**config.mk**
```make
export PLATFORM = sky130hd
export DESIGN_NAME = dzf_top
export DESIGN_NICKNAME = d
export VERILOG_FILES = /design/src/inc/dzf_pkg.sv /design/src/hdl/dzf_word_tick.sv /design/src/hdl/dzf_zero_detect.sv /design/src/hdl/dzf_top.sv
export VERILOG_INCLUDE_DIRS = /design/src /design/src/inc
export SDC_FILE = /design/constraint.sdc
export NUM_CORES = 1
export LEC_CHECK = 0
export BUFFER_PORTS_ARGS = -buffer_cell sky130_fd_sc_hd__buf_2
export CORE_MARGIN = 2
export CORE_UTILIZATION = 53
export DETAILED_ROUTE_END_ITERATION = 10
export GPL_TIMING_DRIVEN = 0
export PLACE_DENSITY = 0.85
export REMOVE_ABC_BUFFERS = 1
export SLEW_MARGIN = 20
export SYNTH_ARGS = -nofsm -noshare
export SYNTH_HDL_FRONTEND = slang
export SYNTH_SLANG_ARGS = --single-unit
```
**constraint.sdc**
```tcl
create_clock -name core_clk -period 2.9 [get_ports core_clk]
set_input_delay 0.435 -clock core_clk [delete_from_list [all_inputs] [get_ports core_clk]]
set_output_delay 0.435 -clock core_clk [all_outputs]
set_load 0.01 [all_outputs]
```
**src/inc/dzf_defines.svh**
```systemverilog
// Purpose: offsets, field positions, reset values and counts of the zero-flag control block
// Assumes: 16-bit control words, 8-bit register data
// Notes: included by bare name
`ifndef DZF_DEFINES_SVH
`define DZF_DEFINES_SVH

`define DZF_WORD_W 16
`define DZF_DATA_W 8
`define DZF_IDX_W 7
`define DZF_RW_BIT 15
`define DZF_IDX_HI 14
`define DZF_IDX_LO 8
`define DZF_RW_WRITE 1'h0
`define DZF_RW_READ 1'h1

`define DZF_IDX_POLARITY 7'h0A
`define DZF_IDX_OVS 7'h0C

`define DZF_OVER_BIT 7
`define DZF_GEN_OUT_EN_BIT 6
`define DZF_GPO_HI 5
`define DZF_GPO_LO 0
`define DZF_POL_BIT 6

`define DZF_OVS_RESET 8'h00
`define DZF_POL_RESET 8'h00
`define DZF_READ_NONE 8'h00

`define DZF_CHANNELS 8
`define DZF_SAMPLE_W 24
`define DZF_GPO_N 6
`define DZF_ZERO_RUN 1024
`define DZF_RUN_W 11

`endif

```
**src/inc/dzf_pkg.sv**
```systemverilog
// Purpose: shared types of the zero-flag control block
// Assumes: nothing
// Notes: numbers live in dzf_defines.svh
package dzf_pkg;

	// modulator oversampling ratio, one-hot
	typedef enum logic [2:0]
	{
		DZF_OSR_32 = 3'h1,
		DZF_OSR_64 = 3'h2,
		DZF_OSR_128 = 3'h4
	} dzf_osr_e;

endpackage

```
**src/hdl/dzf_word_tick.sv**
```systemverilog
// Purpose: one-cycle pulse per rising edge of the word-rate clock
// Assumes: word_rate_clock synchronous to core_clk, high and low for a cycle at least
// Notes: pulse lags the edge by one cycle
`timescale 1ns/10ps
`default_nettype none

module dzf_word_tick
	import dzf_pkg::*;
(
	input wire logic core_clk,
	input wire logic resetn,
	input wire logic word_rate_clock,
	output logic word_tick
);

	logic level_r;
	logic tick_r;
	wire rise = word_rate_clock & ~level_r;

	always_ff @(posedge core_clk)
	begin
		if (!resetn)
		begin
			level_r <= 1'h0;
			tick_r <= 1'h0;
		end
		else
		begin
			level_r <= word_rate_clock;
			tick_r <= rise;
		end
	end

	assign word_tick = tick_r;
endmodule

`default_nettype wire

```
**src/hdl/dzf_zero_detect.sv**
```systemverilog
// Purpose: zero-run detector for one channel
// Assumes: sample held stable between word ticks
// Notes: a nonzero sample clears the run in the next cycle, tick or not
`timescale 1ns/10ps
`default_nettype none
`include "dzf_defines.svh"

module dzf_zero_detect
	import dzf_pkg::*;
#(
	parameter int SAMPLE_W = `DZF_SAMPLE_W,
	parameter int ZERO_RUN = `DZF_ZERO_RUN,
	parameter int RUN_W = `DZF_RUN_W
)
(
	input wire logic core_clk,
	input wire logic resetn,
	input wire logic word_tick,
	input wire logic [SAMPLE_W-1:0] sample,
	output logic detect
);

	localparam logic [RUN_W-1:0] RUN_LAST = RUN_W'(ZERO_RUN - 1);

	logic [RUN_W-1:0] count_r;
	logic [RUN_W-1:0] count_nxt;
	logic detect_r;
	logic detect_nxt;
	wire nonzero = |sample;
	wire step = word_tick & ~nonzero & ~detect_r;

	always_comb
	begin
		count_nxt = count_r;
		detect_nxt = detect_r;
		if (nonzero)
		begin
			count_nxt = '0;
			detect_nxt = 1'h0;
		end
		else if (step)
		begin
			count_nxt = count_r + RUN_W'(1);
			detect_nxt = (count_r == RUN_LAST);
		end
	end

	always_ff @(posedge core_clk)
	begin
		if (!resetn)
		begin
			count_r <= '0;
			detect_r <= 1'h0;
		end
		else
		begin
			count_r <= count_nxt;
			detect_r <= detect_nxt;
		end
	end

	assign detect = detect_r;
endmodule

`default_nettype wire

```
**src/hdl/dzf_top.sv**
```systemverilog
// Purpose: oversampling, general-output and zero-flag control of an eight-channel DAC
// Assumes: control words arrive whole, one per valid pulse; pins are synchronous
// Notes: flag and pin outputs lag the detectors by one cycle
`timescale 1ns/10ps
`default_nettype none
`include "dzf_defines.svh"

module dzf_top
	import dzf_pkg::*;
#(
	parameter int CHANNELS = `DZF_CHANNELS,
	parameter int SAMPLE_W = `DZF_SAMPLE_W,
	parameter int ZERO_RUN = `DZF_ZERO_RUN,
	parameter int GPO_N = `DZF_GPO_N
)
(
	input wire logic core_clk,
	input wire logic resetn,
	input wire logic ctrl_word_valid,
	input wire logic [`DZF_WORD_W-1:0] ctrl_word,
	input wire logic sysclk_ratio_low,
	input wire logic word_rate_clock,
	input wire logic [CHANNELS*SAMPLE_W-1:0] sample_data,
	output logic [`DZF_DATA_W-1:0] read_data,
	output logic read_valid,
	output var dzf_osr_e oversample_sel,
	output logic [GPO_N-1:0] shared_pin,
	output logic [CHANNELS-GPO_N-1:0] channel_silence_flag,
	output logic all_channel_silence_flag
);

	// control word fields
	wire word_is_read = ctrl_word[`DZF_RW_BIT];
	wire [`DZF_IDX_W-1:0] register_index_field = ctrl_word[`DZF_IDX_HI:`DZF_IDX_LO];
	wire [`DZF_DATA_W-1:0] word_data = ctrl_word[`DZF_DATA_W-1:0];

	wire wr_req = ctrl_word_valid & (word_is_read == `DZF_RW_WRITE);
	wire rd_req = ctrl_word_valid & (word_is_read == `DZF_RW_READ);
	wire hit_ovs = (register_index_field == `DZF_IDX_OVS);
	wire hit_pol = (register_index_field == `DZF_IDX_POLARITY);
	wire wr_ovs = wr_req & hit_ovs;
	wire wr_pol = wr_req & hit_pol;

	// oversampling/output register and polarity register contents
	logic [`DZF_DATA_W-1:0] ovs_ctrl_r;
	logic [`DZF_DATA_W-1:0] pol_ctrl_r;

	always_ff @(posedge core_clk)
	begin
		if (!resetn)
		begin
			ovs_ctrl_r <= `DZF_OVS_RESET;
		end
		else if (wr_ovs)
		begin
			ovs_ctrl_r <= word_data;
		end
	end

	always_ff @(posedge core_clk)
	begin
		if (!resetn)
		begin
			pol_ctrl_r <= `DZF_POL_RESET;
		end
		else if (wr_pol)
		begin
			pol_ctrl_r <= word_data;
		end
	end

	wire ovs_over = ovs_ctrl_r[`DZF_OVER_BIT];
	wire general_output_enable = ovs_ctrl_r[`DZF_GEN_OUT_EN_BIT];
	wire [GPO_N-1:0] general_output_value = ovs_ctrl_r[`DZF_GPO_HI:`DZF_GPO_LO];
	wire silence_flag_polarity = pol_ctrl_r[`DZF_POL_BIT];

	// read-back; an unknown index reads as zero
	wire [`DZF_DATA_W-1:0] rd_sel;

	assign rd_sel = hit_ovs ? ovs_ctrl_r :
		hit_pol ? pol_ctrl_r :
		`DZF_READ_NONE;

	logic [`DZF_DATA_W-1:0] read_data_r;
	logic read_valid_r;

	always_ff @(posedge core_clk)
	begin
		if (!resetn)
		begin
			read_data_r <= `DZF_READ_NONE;
			read_valid_r <= 1'h0;
		end
		else
		begin
			read_valid_r <= rd_req;
			if (rd_req)
			begin
				read_data_r <= rd_sel;
			end
		end
	end

	assign read_data = read_data_r;
	assign read_valid = read_valid_r;

	// oversampling selection
	dzf_osr_e osr_nxt;
	dzf_osr_e osr_r;

	assign osr_nxt = sysclk_ratio_low ?
		(ovs_over ? DZF_OSR_64 : DZF_OSR_32) :
		(ovs_over ? DZF_OSR_128 : DZF_OSR_64);

	always_ff @(posedge core_clk)
	begin
		if (!resetn)
		begin
			osr_r <= DZF_OSR_64;
		end
		else
		begin
			osr_r <= osr_nxt;
		end
	end

	assign oversample_sel = osr_r;

	// zero detection, one detector per channel
	logic word_tick;
	logic [CHANNELS-1:0] detect_vec;

	dzf_word_tick u_word_tick
	(
		.core_clk(core_clk),
		.resetn(resetn),
		.word_rate_clock(word_rate_clock),
		.word_tick(word_tick)
	);

	genvar ch;
	generate
		for (ch = 0; ch < CHANNELS; ch++)
		begin : g_chan
			dzf_zero_detect #(
				.SAMPLE_W(SAMPLE_W),
				.ZERO_RUN(ZERO_RUN),
				.RUN_W(`DZF_RUN_W)
			) u_detect
			(
				.core_clk(core_clk),
				.resetn(resetn),
				.word_tick(word_tick),
				.sample(sample_data[ch*SAMPLE_W +: SAMPLE_W]),
				.detect(detect_vec[ch])
			);
		end
	endgenerate

	// flag levels after polarity
	wire [CHANNELS-1:0] flag_level = detect_vec ^ {CHANNELS{silence_flag_polarity}};
	wire all_level = (&detect_vec) ^ silence_flag_polarity;

	// shared pins: flags or written values
	wire [GPO_N-1:0] shared_nxt;

	assign shared_nxt = general_output_enable ?
		general_output_value :
		flag_level[GPO_N-1:0];

	logic [GPO_N-1:0] shared_r;
	logic [CHANNELS-GPO_N-1:0] ded_flag_r;
	logic all_flag_r;

	always_ff @(posedge core_clk)
	begin
		if (!resetn)
		begin
			shared_r <= '0;
			ded_flag_r <= '0;
			all_flag_r <= 1'h0;
		end
		else
		begin
			shared_r <= shared_nxt;
			ded_flag_r <= flag_level[CHANNELS-1:GPO_N];
			all_flag_r <= all_level;
		end
	end

	assign shared_pin = shared_r;
	assign channel_silence_flag = ded_flag_r;
	assign all_channel_silence_flag = all_flag_r;
endmodule

`default_nettype wire

```
======== Word level (Yosys, flattened, before mapping) ========
Index checks and enable logic that the tools add are counted.
storage, ports and cells
  output and inout bits ................... 21
  bits in registers ....................... 135
  logic and storage cells ................. 109
  bits of input ports ..................... 213
operators by class
  $add $sub $neg .......................... 8
  equality and inequality tests ........... 10
  mux-type cells .......................... 6
  bitwise operators ....................... 42
  reductions and logical operators ........ 17
operator list
  operator                 count
  $reduce_or A25 Y1        8
  $reduce_or A24 Y1        8
  $add A11 B1 Y11 const B  8
  $eq A11 B10 Y1 const B   8
  $and A1 B1 Y1            21
  $not A1 Y1               19
  $mux W8                  2
  $eq A7 B4 Y1 const B     2
  $reduce_and A8 Y1        1
  $xor A8 B8 Y8            1
  $mux W3                  2
  $mux W6                  1
  $mux W2                  1
  $xor A1 B1 Y1            1

======== Logic depth before layout (Yosys ltp) ========
  depth in word-level cells ............... 4
  depth in mapped cells ................... 6
  gate-level depth less buffers ........... 5

======== Modules after synthesis ========
A second synthesis with hierarchy kept.
second synthesis, totals
  cell total of the unflattened synthesis .. 758
  area, all modules ....................... 6826.5 sq um
modules (own cells, without submodules)
  module           area an instance (sq um)  instances  cells each
  dzf_zero_detect  638.1                     8          71
  dzf_top          1666.6                    1          186
  dzf_word_tick    55.1                      1          4

======== Worst setup path after synthesis ========
No wires, ideal clock.
  path kind ............................... in2reg
  from .................................... input port ctrl_word[13]
  to ...................................... register ovs_ctrl_r[6]
  data arrival time ....................... 1.310 ns
  stages on the path ...................... 5
  library setup time ...................... 0.122 ns
  required time ........................... 2.778 ns
  slack ................................... 1.468 ns
  buffers on the path ..................... 1
  cell sequence ........................... nor4_4 -> nand4_1 -> buf_2 -> nand3_1 -> o21ai_0
between the ends
  longest elaborated chain between the ends .. 2
ends and longest elaborated chain
  element                 line           RTL
  start, declared         dzf_top.sv:20  input wire logic [`DZF_WORD_W-1:0] ctrl_word,
  $eq A7 B4 Y1 (no line)  --
  $and A1 B1 Y1           dzf_top.sv:41  wire wr_ovs = wr_req & hit_ovs;
  end signal, assigned    dzf_top.sv:52  ovs_ctrl_r <= `DZF_OVS_RESET;
  end signal, assigned    dzf_top.sv:56  ovs_ctrl_r <= word_data;
  end, declared           dzf_top.sv:45  logic [`DZF_DATA_W-1:0] ovs_ctrl_r;
No other way between the ends.
A chain may end at the register's enable or synchronous reset.

======== Worst setup path in the final report ========
  from .................................... register u_word_tick.tick_r (netlist: u_word_tick.word_tick)
  to ...................................... register g_chan[6].u_detect.count_r[10]
between the ends
  longest elaborated chain between the ends .. 2
ends and longest elaborated chain
  element                      line                   RTL
  start, declared              dzf_word_tick.sv:17    logic tick_r;
  start signal, assigned       dzf_word_tick.sv:30    tick_r <= rise;
  $and A1 B1 Y1 (2 in series)  dzf_zero_detect.sv:30  wire step = word_tick & ~nonzero & ~detect_r;
  end signal, assigned         dzf_zero_detect.sv:57  count_r <= count_nxt;
  end, declared                dzf_zero_detect.sv:25  logic [RUN_W-1:0] count_r;
No other way between the ends.

==> results.cfg <==
[drt]
avgViaCountPerCell = 5.33
first_iter_violations = 420
drt-pass1-iter-count = 5
ant_nets = 0
via_count = 5752
drc = 0
post_drt_wl_per_cell_um = 13.0
drt-total-wl_um = 14000

[sta]
slew_headroom_pct = 27.1
slew_violations = 0
fmax_mhz = 486
skew_ns = 0.0103
tns_ns = 0
min_period_ns = 2.06
hold_viol_final = 0
period_share_pct = 70.9
worstMarginPinSlew_ns = 1.09
rsz0062_at_grt = false
setup_violations = 0

[run]
max-cap-violations = 0

[worst_setup_path]
crit_path_start_kind = flip-flop
crit_required_ns = 3.17
reg2reg_depth = 4
critical_path_class = flip-flop to flip-flop
arrival_ns = 2.33
r2r-end = g_chan[6].u_detect.count_r[10]
setup.worst_path.end_class = flip-flop
cp-endpoint = g_chan[6].u_detect.count_r[10]
crit_start = u_word_tick.word_tick
worstReg2RegStart = u_word_tick.word_tick
crit_fanout = 34
regToRegSetupSlack_ns = 0.84

[cells_and_area]
syn_to_final_growth_pct = 29.3
final_nets = 1144
n_antenna_cell = 0
drive_gt1_share_pct = 29.1
final_cells = 1079

[clock_network]
h-tree-depth = 4
clock_latency_ns = 0.41
root_buffer = clkbuf_16
ctsHoldBuffers = 0
cts_tree = yes
cts.path.max_buffers = 2
cts_resized = 0
postCtsSetupBuffers = 0
clkTransAtPathRegs_ns = 0.06
clock-sinks = 135
cts_buffers = 17

[synthesis]
syn_area_mm2 = 0.00616
synth_top_family_by_area = simple AND/OR/NAND/NOR gates
yosys.area_share.simple_pct = 33.8
synth.yosys.seq_area_share_pct = 43.9
synth_compound_area_share_pct = 4.35
synthAdderAreaFrac_pct = 1.62
yosysWarnings = 0
ys_seq_elements = 135
syn_inst = 696
synth_xor_area_share_pct = 12.5
synth_mux_area_share_pct = 1.30
avgSynthCellArea_um2 = 8.85
synth.distinct_cells = 37

[power]
pwr_density_cell_mw_per_mm2 = 526
leakagePower_nw = 3.10
ir_drop_mv = 0.461

[placement]
dp.cells = 1047
dp_hpwl_um = 9760
place.gp.congestion = 0.800
io_buffers = 233

[global_routing]
grtUsageMet3_pct = 4.35
grt_pass1_vias = 5295
grt_max_degree = 54
grt-ovfl-total = 0
antenna_found_initial = 0
use_met1_pct = 26.6
grt_pass1_wl_um = 22900
grt_busiest_layer = met2
grt_usage_pct = 22.0
met2_usage_pct = 38.5

[die]
die_height_um = 112
die_w_um = 112
rows = 39
core-area_mm2 = 0.0114
start_util_pct = 54.2
ios = 234
die_area_mm2 = 0.0125

[run_status]
outcome = complete, no violations

[hold_path]
hold_path_class = input pin to flip-flop
layout make-up:
cell class,count,area [um^2]
Clock buffer,17,425
Inverter,7,26.3
Fill cell,858,3400
Multi-Input combinational cell,529,3300
Timing Repair Buffer,233,1170
Sequential cell,135,2700
Clock inverter,15,164
Tap cell,143,179
cells by family (layout without fill, tap and decap cells):
kind of cell / Yosys count / count (layout)
multiplexers: 8 / 8
AO/OA/AOI/OAI: 45 / 45
AND/OR/NAND/NOR: 380 / 380
XOR/XNOR: 88 / 88
buffers and inverters: 32 / 272
flip-flops: 135 / 135
adder cells (fa/ha/maj): 8 / 8
layer usage:
metal / routed length [um] / up-vias
met2: 6860 / 193
met4: 182 / 0
li1: - / 2938
met1: 6120 / 2606
met5: 0 / -
met3: 863 / 15
where the power goes:
group / switching, mW / internal, mW / total (mW)
Combinational: 0.0854 / 0.125 / 0.210
Clock: 0.832 / 1.28 / 2.12
Sequential: 0.00747 / 1.86 / 1.87
Total: 0.925 / 3.27 / 4.19
synth_stat cells (all sizes together):
| cell type | number | area [um^2] |
|---|---|---|
| a21boi | 1 | 7.51 |
| a21oi | 5 | 25.0 |
| a22oi | 8 | 60.1 |
| and2 | 19 | 119 |
| and3 | 5 | 31.3 |
| and3b | 1 | 8.76 |
| and4 | 12 | 105 |
| and4b | 14 | 140 |
| buf | 17 | 100 |
| clkbuf | 8 | 30.0 |
| dfxtp | 135 | 2700 |
| ha | 8 | 100 |
| inv | 7 | 26.3 |
| mux2i | 8 | 80.1 |
| nand2 | 47 | 176 |
| nand3 | 35 | 175 |
| nand3b | 4 | 33.8 |
| nand4 | 40 | 263 |
| nand4b | 4 | 35.0 |
| nor2 | 113 | 424 |
| nor2b | 12 | 75.1 |
| nor3 | 21 | 105 |
| nor3b | 3 | 22.5 |
| nor4 | 40 | 272 |
| nor4b | 9 | 91.3 |
| o21ai | 23 | 115 |
| o31ai | 8 | 60.1 |
| or3 | 1 | 6.26 |
| xnor2 | 41 | 359 |
| xor2 | 47 | 412 |
worst min-delay path by stage:
stage,start,endpoint,slack (ns),cells after the start
after floorplan,u_word_tick.level_r,u_word_tick.word_tick,0.37,1
after global placement,u_word_tick.level_r,u_word_tick.word_tick,0.37,1
after detailed placement,u_word_tick.level_r,u_word_tick.word_tick,0.38,1
after CTS,word_rate_clock,u_word_tick.level_r,0.25,2
after global routing,word_rate_clock,u_word_tick.level_r,0.27,2
final,word_rate_clock,u_word_tick.level_r,0.26,2
layout by cell type (no fill, tap or decap), drive strengths merged, types with 3 or more instances in the layout:
master and instances:
nand2 47, a22oi 8, nand4b 4, nor3b 3, nor4b 9, o31ai 8, clkinv 3, nor3 21
nor4 40, nand4 40, xnor2 41, nand3b 4, mux2i 8, a21oi 5, ha 8, dfxtp 135
and3 5, clkbuf 17, nor2 113, and2 19, and4 12, nor2b 12, nand3 35, o21ai 23
xor2 47, buf 233, inv 15, and4b 14
through the flow:
stage	hold slack [ns]	utilization (%)	cell area, um^2	total power, mW	setup slack [ns]
5_1_grt	0.270	70.1	7970	4.33	0.588
3_3_place_gp	0.373	64.9	7380	2.11	0.482
3_5_place_dp	0.382	64.9	7380	2.12	0.464
4_1_cts	0.250	70.1	7970	4.23	0.859
6_report	0.257	70.1	7970	4.19	0.843
2_1_floorplan	0.367	-	6030	1.95	1.28
flip-flops by register name, indices dropped and copies added (netlist names):
| name | flops |
|---|---|
| g_chan.u_detect.count_r | 88 |
| g_chan.u_detect.detect | 8 |
| ovs_ctrl_r | 8 |
| pol_ctrl_r | 8 |
| read_data | 8 |
| shared_pin | 6 |
| oversample_sel | 3 |
| channel_silence_flag | 2 |
| all_channel_silence_flag | 1 |
| read_valid | 1 |
| u_word_tick.level_r | 1 |
| u_word_tick.word_tick | 1 |
worst max-delay path: stages (launching register included):
cell and delay [ns]:
dfxtp_1 1.04, nand3_1 0.34, nor4_1 0.31, xnor2_1 0.17, nor2_1 0.06
Power figures use the tool's default switching activity.
